===== src/shared/rca_pkg.sv =====
// Constants, register map and BCD calendar helpers for the calendar and adjustment core.
// How it works
// RULE_01: Day counts BCD 1..31 in long months, 1..30 in April, June, September, November.
// RULE_02: February ends at 29 in years divisible by four, including 00, else 28.
// RULE_03: Day wrap from the month's last day back to 1 increments the month.
// RULE_04: Month counts BCD 1..12; wrap from 12 to 1 increments the year.
// RULE_05: Year is eight-bit BCD 00..99; wrap from 99 carries into the century flag.
// RULE_06: Century flag in month bit 7 toggles at each year wrap from 99 to 00.
// RULE_07: Month register: century in bit 7, month in bits 4..0, bits 6..5 read zero.
// RULE_08: Year register is two BCD digits, fully readable and writable.
// RULE_09: Host writes only existing dates; invalid dates may upset the counters.
// RULE_10: Adjustment register reads zero after the power-on flag is raised.
// RULE_11: Interval bit 0 adjusts at seconds 00, 20, 40; bit 1 only at 00.
// RULE_12: No adjustment in an adjustment second during which the register was written.
// RULE_13: Direction 0 lengthens the second by (magnitude minus one) times two counts.
// RULE_14: Direction 1 shortens the second by (inverted magnitude plus one) times two.
// RULE_15: Magnitude bits 5..1 all zero means no change to the second length.
// RULE_16: Adjustment changes the count per second, never the oscillator itself.
// RULE_17: Weekly alarm minute holds BCD minute in bits 6..0; bit 7 reads zero.
// RULE_18: Alarm hour bit 5 is afternoon flag or tens-of-twenty; bits 7..6 read zero.
// RULE_19: In 12-hour mode midnight encodes as 12 and noon as 32.
// RULE_20: Seven day-enable bits map to weekday values 0..6; bit 7 reads zero.
// RULE_21: With all day-enable bits zero the weekly alarm never matches.
// RULE_22: Host programs only valid weekly alarm times, else the alarm may never fire.
// RULE_23: Weekday counter steps by one per day carry, 0 to 6 then back to 0.
// RULE_24: Hour wrap (PM11 to AM12, or 23 to 00) increments day and weekday.
// RULE_25: Weekly match when minute and hour equal the alarm and today's enable is set.
`default_nettype none
package rca_pkg;
    localparam logic [3:0] ADDR_SECOND = 4'h0;
    localparam logic [3:0] ADDR_MINUTE = 4'h1;
    localparam logic [3:0] ADDR_HOUR = 4'h2;
    localparam logic [3:0] ADDR_WEEKDAY = 4'h3;
    localparam logic [3:0] ADDR_DAY = 4'h4;
    localparam logic [3:0] ADDR_MONTH_AND_CENTURY = 4'h5;
    localparam logic [3:0] ADDR_YEAR_COUNT = 4'h6;
    localparam logic [3:0] ADDR_TIME_COUNT_ADJUST = 4'h7;
    localparam logic [3:0] ADDR_WEEKLY_ALARM_MINUTE = 4'h8;
    localparam logic [3:0] ADDR_WEEKLY_ALARM_HOUR = 4'h9;
    localparam logic [3:0] ADDR_WEEKLY_ALARM_DAYS = 4'ha;

    localparam logic [7:0] MASK_SECOND = 8'h7f;
    localparam logic [7:0] MASK_MINUTE = 8'h7f;
    localparam logic [7:0] MASK_HOUR = 8'h3f;
    localparam logic [7:0] MASK_WEEKDAY = 8'h07;
    localparam logic [7:0] MASK_DAY = 8'h3f;
    localparam logic [7:0] MASK_MONTH = 8'h9f;
    localparam logic [7:0] MASK_ALARM_DAYS = 8'h7f;

    localparam int CENTURY_BIT = 7;
    localparam int ADJ_INTERVAL_BIT = 7;
    localparam int ADJ_DIRECTION_BIT = 6;
    localparam int HOUR_PM_BIT = 5;

    localparam logic [7:0] RESET_ZERO = 8'h00;
    localparam logic [7:0] RESET_DAY = 8'h01;
    localparam logic [7:0] RESET_MONTH = 8'h01;
    localparam logic [7:0] RESET_ADJUST = 8'h00;

    localparam logic [7:0] BCD_59 = 8'h59;
    localparam logic [7:0] BCD_23 = 8'h23;
    localparam logic [7:0] BCD_20 = 8'h20;
    localparam logic [7:0] BCD_40 = 8'h40;
    localparam logic [7:0] BCD_99 = 8'h99;
    localparam logic [7:0] BCD_12 = 8'h12;
    localparam logic [7:0] BCD_11 = 8'h11;
    localparam logic [7:0] HOUR_NOON_12H = 8'h32;
    localparam logic [7:0] HOUR_ONE_PM_12H = 8'h21;
    localparam logic [7:0] HOUR_ELEVEN_PM_12H = 8'h31;
    localparam logic [7:0] BCD_ONE = 8'h01;
    localparam logic [2:0] WEEKDAY_LAST = 3'h6;

    localparam logic [15:0] SECOND_NOMINAL_COUNT = 16'h8000;

    // Adds one to a two-digit BCD value; callers handle the wrap.
    function automatic logic [7:0] bcd_inc(input logic [7:0] v);
        if (v[3:0] == 4'h9) begin
            return {v[7:4] + 4'h1, 4'h0};
        end
        return {v[7:4], v[3:0] + 4'h1};
    endfunction

    function automatic logic is_leap(input logic [7:0] year);
        if (year[4]) begin
            return (year[3:0] == 4'h2) || (year[3:0] == 4'h6);
        end
        return (year[3:0] == 4'h0) || (year[3:0] == 4'h4) || (year[3:0] == 4'h8);
    endfunction

    function automatic logic [7:0] last_day(input logic [4:0] month, input logic [7:0] year);
        case (month)
            5'h02: return is_leap(year) ? 8'h29 : 8'h28;
            5'h04, 5'h06, 5'h09, 5'h11: return 8'h30;
            default: return 8'h31;
        endcase
    endfunction
endpackage
`default_nettype wire


===== src/hw/rca_second_divider.sv =====
// Divides oscillator ticks into seconds, with the per-second length adjustment.
`default_nettype none
module rca_second_divider
    import rca_pkg::*;
(
    input wire logic clk_in,
    input wire logic rst_in,
    input wire logic osc_tick_in,
    input wire logic restart_in,
    input wire logic adjust_now_in,
    input wire logic adjust_direction_in,
    input wire logic [5:0] adjust_magnitude_in,
    output logic second_pulse_out
);
    logic [15:0] count_reg;
    logic [15:0] length;
    logic [5:0] shrink;
    logic [5:0] grow;

    // Only the terminal count moves; the oscillator ticks themselves are untouched.
    always_comb begin
        grow = adjust_magnitude_in - 6'h01;
        shrink = ~adjust_magnitude_in + 6'h01;
        length = SECOND_NOMINAL_COUNT; // RULE_16
        if (adjust_now_in && (adjust_magnitude_in[5:1] != 5'h00)) begin // RULE_15
            if (adjust_direction_in) begin
                length = SECOND_NOMINAL_COUNT - {9'h000, shrink, 1'b0}; // RULE_14
            end else begin
                length = SECOND_NOMINAL_COUNT + {9'h000, grow, 1'b0}; // RULE_13
            end
        end
    end

    always_ff @(posedge clk_in or posedge rst_in) begin
        if (rst_in) begin
            count_reg <= 16'h0000;
            second_pulse_out <= 1'b0;
        end else begin
            second_pulse_out <= 1'b0;
            if (restart_in) begin
                count_reg <= 16'h0000;
            end else if (osc_tick_in) begin
                if (count_reg >= length - 16'h0001) begin
                    count_reg <= 16'h0000;
                    second_pulse_out <= 1'b1;
                end else begin
                    count_reg <= count_reg + 16'h0001;
                end
            end
        end
    end
endmodule
`default_nettype wire


===== src/hw/rca_alarm_match.sv =====
// Weekly alarm comparator: minute, hour and enabled weekday.
`default_nettype none
module rca_alarm_match
    import rca_pkg::*;
(
    input wire logic clk_in,
    input wire logic rst_in,
    input wire logic [7:0] minute_in,
    input wire logic [7:0] hour_in,
    input wire logic [2:0] weekday_in,
    input wire logic [7:0] alarm_minute_in,
    input wire logic [7:0] alarm_hour_in,
    input wire logic [7:0] alarm_days_in,
    output logic match_out
);
    logic day_enabled;

    // Weekday value 7 has no enable bit, so it never matches.
    always_comb begin
        day_enabled = 1'b0;
        if (weekday_in <= WEEKDAY_LAST) begin
            day_enabled = alarm_days_in[weekday_in]; // RULE_20
        end
    end

    always_ff @(posedge clk_in or posedge rst_in) begin
        if (rst_in) begin
            match_out <= 1'b0;
        end else begin
            match_out <= (alarm_days_in[6:0] != 7'h00) && day_enabled // RULE_21
                && (minute_in == alarm_minute_in) && (hour_in == alarm_hour_in); // RULE_25
        end
    end
endmodule
`default_nettype wire


===== src/hw/rca_core.sv =====
// Calendar counters, time-count adjustment and weekly alarm registers of the clock core.
`default_nettype none
module rca_core
    import rca_pkg::*;
(
    input wire logic clk_in,
    input wire logic rst_in,
    input wire logic osc_in,
    input wire logic power_on_flag_in,
    input wire logic mode_24h_in,
    input wire logic [3:0] reg_addr_in,
    input wire logic [7:0] reg_wdata_in,
    input wire logic reg_wr_in,
    output logic [7:0] reg_rdata_out,
    output logic second_tick_out,
    output logic weekly_alarm_match_out
);
    logic osc_s1_reg;
    logic osc_s2_reg;
    logic osc_s3_reg;
    logic osc_level_reg;
    logic osc_tick_reg;

    logic [7:0] second_reg;
    logic [7:0] minute_reg;
    logic [7:0] hour_reg;
    logic [2:0] weekday_reg;
    logic [7:0] day_reg;
    logic [4:0] month_reg;
    logic century_reg;
    logic [7:0] year_reg;
    logic [7:0] adjust_reg;
    logic adjust_written_reg;
    logic [7:0] alarm_minute_reg;
    logic [7:0] alarm_hour_reg;
    logic [7:0] alarm_days_reg;

    logic second_pulse;
    logic adjust_second;
    logic adjust_now;
    logic sec_carry;
    logic min_carry;
    logic hour_carry;
    logic day_carry;
    logic month_carry;
    logic year_carry;
    logic [7:0] hour_next;
    logic [7:0] month_inc;

    function automatic logic wr_at(input logic [3:0] addr);
        return reg_wr_in && (reg_addr_in == addr);
    endfunction

    // The oscillator is foreign to clk_in, so it passes three flops and an
    // edge only counts once the second and third stages agree.
    always_ff @(posedge clk_in or posedge rst_in) begin
        if (rst_in) begin
            osc_s1_reg <= 1'b0;
            osc_s2_reg <= 1'b0;
            osc_s3_reg <= 1'b0;
            osc_level_reg <= 1'b0;
            osc_tick_reg <= 1'b0;
        end else begin
            osc_s1_reg <= osc_in;
            osc_s2_reg <= osc_s1_reg;
            osc_s3_reg <= osc_s2_reg;
            osc_tick_reg <= 1'b0;
            if (osc_s2_reg == osc_s3_reg && osc_s3_reg != osc_level_reg) begin
                osc_level_reg <= osc_s3_reg;
                osc_tick_reg <= osc_s3_reg;
            end
        end
    end

    always_comb begin
        if (adjust_reg[ADJ_INTERVAL_BIT]) begin
            adjust_second = (second_reg == RESET_ZERO); // RULE_11
        end else begin
            adjust_second = (second_reg == RESET_ZERO) || (second_reg == BCD_20) || (second_reg == BCD_40); // RULE_11
        end
        adjust_now = adjust_second && !adjust_written_reg; // RULE_12
    end

    rca_second_divider u_divider (
        .clk_in(clk_in),
        .rst_in(rst_in),
        .osc_tick_in(osc_tick_reg),
        .restart_in(wr_at(ADDR_SECOND)),
        .adjust_now_in(adjust_now),
        .adjust_direction_in(adjust_reg[ADJ_DIRECTION_BIT]),
        .adjust_magnitude_in(adjust_reg[5:0]),
        .second_pulse_out(second_pulse)
    );

    // Carry chain for the coming second boundary.
    always_comb begin
        sec_carry = second_pulse && (second_reg == BCD_59);
        min_carry = sec_carry && (minute_reg == BCD_59);
        if (mode_24h_in) begin
            hour_carry = min_carry && (hour_reg == BCD_23); // RULE_24
            hour_next = (hour_reg == BCD_23) ? RESET_ZERO : bcd_inc(hour_reg);
        end else begin
            hour_carry = min_carry && (hour_reg == HOUR_ELEVEN_PM_12H); // RULE_24
            case (hour_reg)
                BCD_11: hour_next = HOUR_NOON_12H; // RULE_19
                BCD_12: hour_next = BCD_ONE;
                HOUR_NOON_12H: hour_next = HOUR_ONE_PM_12H;
                HOUR_ELEVEN_PM_12H: hour_next = BCD_12; // RULE_19
                default: hour_next = bcd_inc(hour_reg);
            endcase
        end
        day_carry = hour_carry && (day_reg == last_day(month_reg, year_reg)); // RULE_01 RULE_02
        month_inc = bcd_inc({3'h0, month_reg});
        month_carry = day_carry && ({3'h0, month_reg} == BCD_12); // RULE_04
        year_carry = month_carry && (year_reg == BCD_99); // RULE_05
    end

    always_ff @(posedge clk_in or posedge rst_in) begin
        if (rst_in) begin
            second_reg <= RESET_ZERO;
        end else if (wr_at(ADDR_SECOND)) begin
            second_reg <= reg_wdata_in & MASK_SECOND;
        end else if (second_pulse) begin
            second_reg <= sec_carry ? RESET_ZERO : bcd_inc(second_reg);
        end
    end

    always_ff @(posedge clk_in or posedge rst_in) begin
        if (rst_in) begin
            minute_reg <= RESET_ZERO;
        end else if (wr_at(ADDR_MINUTE)) begin
            minute_reg <= reg_wdata_in & MASK_MINUTE;
        end else if (sec_carry) begin
            minute_reg <= min_carry ? RESET_ZERO : bcd_inc(minute_reg);
        end
    end

    always_ff @(posedge clk_in or posedge rst_in) begin
        if (rst_in) begin
            hour_reg <= RESET_ZERO;
        end else if (wr_at(ADDR_HOUR)) begin
            hour_reg <= reg_wdata_in & MASK_HOUR;
        end else if (min_carry) begin
            hour_reg <= hour_next;
        end
    end

    always_ff @(posedge clk_in or posedge rst_in) begin
        if (rst_in) begin
            weekday_reg <= 3'h0;
        end else if (wr_at(ADDR_WEEKDAY)) begin
            weekday_reg <= reg_wdata_in[2:0];
        end else if (hour_carry) begin
            weekday_reg <= (weekday_reg >= WEEKDAY_LAST) ? 3'h0 : weekday_reg + 3'h1; // RULE_23 RULE_24
        end
    end

    always_ff @(posedge clk_in or posedge rst_in) begin
        if (rst_in) begin
            day_reg <= RESET_DAY;
        end else if (wr_at(ADDR_DAY)) begin
            day_reg <= reg_wdata_in & MASK_DAY;
        end else if (hour_carry) begin
            day_reg <= day_carry ? RESET_DAY : bcd_inc(day_reg); // RULE_01 RULE_02 RULE_24
        end
    end

    always_ff @(posedge clk_in or posedge rst_in) begin
        if (rst_in) begin
            month_reg <= RESET_MONTH[4:0];
            century_reg <= 1'b0;
        end else if (wr_at(ADDR_MONTH_AND_CENTURY)) begin
            month_reg <= reg_wdata_in[4:0]; // RULE_07
            century_reg <= reg_wdata_in[CENTURY_BIT];
        end else if (day_carry) begin
            month_reg <= month_carry ? RESET_MONTH[4:0] : month_inc[4:0]; // RULE_03 RULE_04
            if (year_carry) begin
                century_reg <= ~century_reg; // RULE_06
            end
        end
    end

    always_ff @(posedge clk_in or posedge rst_in) begin
        if (rst_in) begin
            year_reg <= RESET_ZERO;
        end else if (wr_at(ADDR_YEAR_COUNT)) begin
            year_reg <= reg_wdata_in; // RULE_08
        end else if (month_carry) begin
            year_reg <= year_carry ? RESET_ZERO : bcd_inc(year_reg); // RULE_04 RULE_05
        end
    end

    // The power-on flag holds the adjustment cleared, over any write.
    always_ff @(posedge clk_in or posedge rst_in) begin
        if (rst_in) begin
            adjust_reg <= RESET_ADJUST;
        end else if (power_on_flag_in) begin
            adjust_reg <= RESET_ADJUST; // RULE_10
        end else if (wr_at(ADDR_TIME_COUNT_ADJUST)) begin
            adjust_reg <= reg_wdata_in;
        end
    end

    // A write marks the running second; a write in the boundary cycle wins over
    // the clear and so also suppresses the following second, the safer miss.
    always_ff @(posedge clk_in or posedge rst_in) begin
        if (rst_in) begin
            adjust_written_reg <= 1'b0;
        end else if (wr_at(ADDR_TIME_COUNT_ADJUST)) begin
            adjust_written_reg <= 1'b1; // RULE_12
        end else if (second_pulse) begin
            adjust_written_reg <= 1'b0;
        end
    end

    always_ff @(posedge clk_in or posedge rst_in) begin
        if (rst_in) begin
            alarm_minute_reg <= RESET_ZERO;
            alarm_hour_reg <= RESET_ZERO;
            alarm_days_reg <= RESET_ZERO;
        end else begin
            if (wr_at(ADDR_WEEKLY_ALARM_MINUTE)) begin
                alarm_minute_reg <= reg_wdata_in & MASK_MINUTE; // RULE_17
            end
            if (wr_at(ADDR_WEEKLY_ALARM_HOUR)) begin
                alarm_hour_reg <= reg_wdata_in & MASK_HOUR; // RULE_18
            end
            if (wr_at(ADDR_WEEKLY_ALARM_DAYS)) begin
                alarm_days_reg <= reg_wdata_in & MASK_ALARM_DAYS; // RULE_20
            end
        end
    end

    rca_alarm_match u_alarm (
        .clk_in(clk_in),
        .rst_in(rst_in),
        .minute_in(minute_reg),
        .hour_in(hour_reg),
        .weekday_in(weekday_reg),
        .alarm_minute_in(alarm_minute_reg),
        .alarm_hour_in(alarm_hour_reg),
        .alarm_days_in(alarm_days_reg),
        .match_out(weekly_alarm_match_out)
    );

    always_ff @(posedge clk_in or posedge rst_in) begin
        if (rst_in) begin
            second_tick_out <= 1'b0;
        end else begin
            second_tick_out <= second_pulse;
        end
    end

    // Read data follow the address one cycle later; unused bits read zero.
    always_ff @(posedge clk_in or posedge rst_in) begin
        if (rst_in) begin
            reg_rdata_out <= RESET_ZERO;
        end else begin
            case (reg_addr_in)
                ADDR_SECOND: reg_rdata_out <= second_reg;
                ADDR_MINUTE: reg_rdata_out <= minute_reg;
                ADDR_HOUR: reg_rdata_out <= hour_reg;
                ADDR_WEEKDAY: reg_rdata_out <= {5'h00, weekday_reg};
                ADDR_DAY: reg_rdata_out <= day_reg;
                ADDR_MONTH_AND_CENTURY: reg_rdata_out <= {century_reg, 2'b00, month_reg}; // RULE_07
                ADDR_YEAR_COUNT: reg_rdata_out <= year_reg; // RULE_08
                ADDR_TIME_COUNT_ADJUST: reg_rdata_out <= adjust_reg;
                ADDR_WEEKLY_ALARM_MINUTE: reg_rdata_out <= alarm_minute_reg;
                ADDR_WEEKLY_ALARM_HOUR: reg_rdata_out <= alarm_hour_reg;
                ADDR_WEEKLY_ALARM_DAYS: reg_rdata_out <= alarm_days_reg;
                default: reg_rdata_out <= RESET_ZERO;
            endcase
        end
    end
endmodule
`default_nettype wire


===== config.mk =====
export PLATFORM = sky130hd
export DESIGN_NAME = rca_core
export DESIGN_NICKNAME = d
export VERILOG_FILES = /design/src/shared/rca_pkg.sv /design/src/hw/rca_second_divider.sv /design/src/hw/rca_alarm_match.sv /design/src/hw/rca_core.sv
export SDC_FILE = /design/constraint.sdc
export NUM_CORES = 1
export LEC_CHECK = 0
export BUFFER_PORTS_ARGS = -buffer_cell sky130_fd_sc_hd__clkbuf_2
export CAP_MARGIN = 20
export CORE_ASPECT_RATIO = 1.75
export CORE_MARGIN = 3
export CORE_UTILIZATION = 40
export CTS_CLUSTER_DIAMETER = 30
export DETAILED_ROUTE_END_ITERATION = 8
export SYNTH_ARGS = -nofsm -noshare
export SYNTH_HDL_FRONTEND = slang
export SYNTH_SLANG_ARGS = --single-unit

===== constraint.sdc =====
create_clock -name clk_in -period 4.9 [get_ports clk_in]
set_input_delay 0.98 -clock clk_in [delete_from_list [all_inputs] [get_ports clk_in]]
set_output_delay 0.98 -clock clk_in [all_outputs]
set_load 0.02 [all_outputs]

==> reports/qor.yml <==
drive_gt1_share_pct: 13.7
synth_ff_type: "dfrtp_1"
drt_iter0_markers: 469
critical-path-top-delay-family: "simple AND/OR/NAND/NOR gates"
cp_cell_sequence: "or4_4 > o21a_1 > or2_2 > ha_1 > nand2b_1 > o31a_1 > nor4_4 > mux2i_1 > a21oi_1 > ha_1 > a21o_1 > a21o_1 > or3b_2 > a21o_2 > or3_1 > o21ai_0"
clockBufferDepth: 2
start_util_pct: 41.3
yosysWarnings: 0
async_reset_ff_share_pct: 100
ir_drop_v: 0.000180
cts.clk_slew.worst_paths_ps: 80
dp_hpwl_mm: 17.3
num_io_pins: 28
cts-htree-levels: 3
max_stage_delay_ps: 570
post-place-ws_ps: 167
skew_ps: 7.99
overflow: 0
slew_headroom_pct: 28.5
ys_ff_latch: 110
fillers: 1880
cts_root_buf: "clkbuf_16"
required_ps: 5190
crit_type: "reg2reg"
synth_top_area_share_pct: 34.7
max_cap_viol_count: 0
worst_path_max_delay_cell: "or4_4"
crit_path_end_kind: "flop"
rsz0062_at_grt: "false"
routedWlPerCell_um: 20.3
power.leakage_nw: 3.55
timing.fmax_mhz: 216
largest_reg_flops: 16
std_cell_rows: 66
num_vias: 6748
fin_crit_ps: 4630
crit_fanout: 15
netlist_top_cells_count: "dfrtp_1, nand2_1, a21oi_1, nor2_1, nand3_1"
min_path_type: "reg2reg"
finalNetCount: 941
worst_slack_ps: 265
drtPass1Iterations: 5
drt_wl_total_mm: 22.9
synth_nets: 941
grt_use_total_pct: 21.8
dieHeight_um: 191
placed_area_sq_um: 8110
grt_max_degree: 49
ys_seq_area_share_pct: 35.4
hold_viol: 0
path_buf_inv: 0
cts_made_buffers: 9
drc: 0
antenna_found_initial: 0
synth_area_leaders: "dfrtp_1, ha_1, nand2_1"
worst_pin_slew_ps: 1060
drv_slew: 0
diodes: 0
design.core.area_sq_um: 18800
synth_top_cell_by_area: "dfrtp_1"
syn_area_sq_um: 7780
ant_nets: 0
post_cts_buffers: 0
cts-hold-fix-buffers: 0
fin_crit_sh_pct: 94.6
synth_edf_count: 0
synth_cell_type_count: 81
setup_viol: 0
avgSynthCellArea_sq_um: 8.81
synthCells: 884
via_per_inst: 5.99
outcome: "completed"
numPortBuffers: 27
die_area_sq_um: 21200
numClockSinks: 110
insertion_delay_ps: 370
gp_congestion: 0.972
finalSetupTns_ps: 0
cts_tree: "built"
stdcell_area_sq_um: 8400
die_w_um: 111
grt_pass1_wl_mm: 36.3
syn_to_final_growth_pct: 7.94
yosysMostFrequentCell: "dfrtp_1"
grt_pass1_vias: 6579
power.density_nw_per_um2: 315
arrival_ps: 4920
start_kind: "flop"
## layer usage
metal | GRT usage [%] | share of wire, % | up-vias
met4 | 13.3 | 6.2 | 0
met3 | 2.89 | 3.1 | 67
li1 | - | - | 3244
met1 | 23.9 | 39 | 3250
met2 | 39.6 | 52 | 187
met5 | 0 | 0 | -
## final cells by class
cell class                      count  area [sq um]  area share (%)
Clock buffer                        9           225            2.68
Clock inverter                      7          58.8           0.700
Inverter                           32           123            1.46
Tap cell                          238           298            3.54
Multi-Input combinational cell    686          4670            55.6
Timing Repair Buffer               45           270            3.22
Sequential cell                   110          2760            32.8
## kinds of logic after synthesis
logic type,Yosys count,share of synthesized area [%]
mux,39,5.66
compound gates,235,20.5
xor+xnor,37,4.16
fa+ha+maj,40,6.40
buf+inv,88,4.63
flops,110,35.4
simple gates,335,23.3
## cell usage in the layout (no fill, tap or decap), drive strengths merged, types with 18 or more instances in the layout
cell    count
dfrtp     108
nand2      93
a21oi      58
nor2       55
o21ai      47
nand3      43
ha         39
clkbuf     36
inv        33
mux2       30
nor3       27
xnor2      20
buf        18
## final timing paths
check                         startpoint                      to  slack [ps]  depth (start not counted)
setup / recovery           adjust_reg[0]  u_divider.count_reg[4]         270                         16
max in group asynchronous         rst_in             hour_reg[2]        3310                          3
setup reg to reg           adjust_reg[0]  u_divider.count_reg[4]         270                         16
hold reg to reg               osc_s1_reg              osc_s2_reg         360                          0
hold / removal                osc_s1_reg              osc_s2_reg         360                          0
min in group asynchronous         rst_in              osc_s1_reg         680                          2
## where the power goes
| group | internal [W] | switching [W] |
|---|---|---|
| combinational | 0.000290 | 0.000339 |
| sequential | 0.00105 | 0.000245 |
| clock | 0.000351 | 0.000377 |
## per-stage QoR
step                utilization [%]  instances  hold slack (ps)  power (W)
finish                         44.6       1127              357    0.00265
global route                   44.6       1127              381    0.00280
CTS                            44.6       1127              363    0.00266
detailed placement             43.1       1111              345    0.00193
global placement               43.1       1111              342    0.00192
floorplan                         -        884              331    0.00172
## what timing repair did
| item | in CTS | in global routing |
|---|---|---|
| resized for setup | 0 | 3 |
| hold endpoints to repair | 0 | 0 |
| setup endpoints to repair | 0 | 9 |
Note: power is estimated with default switching activity, not from simulation.
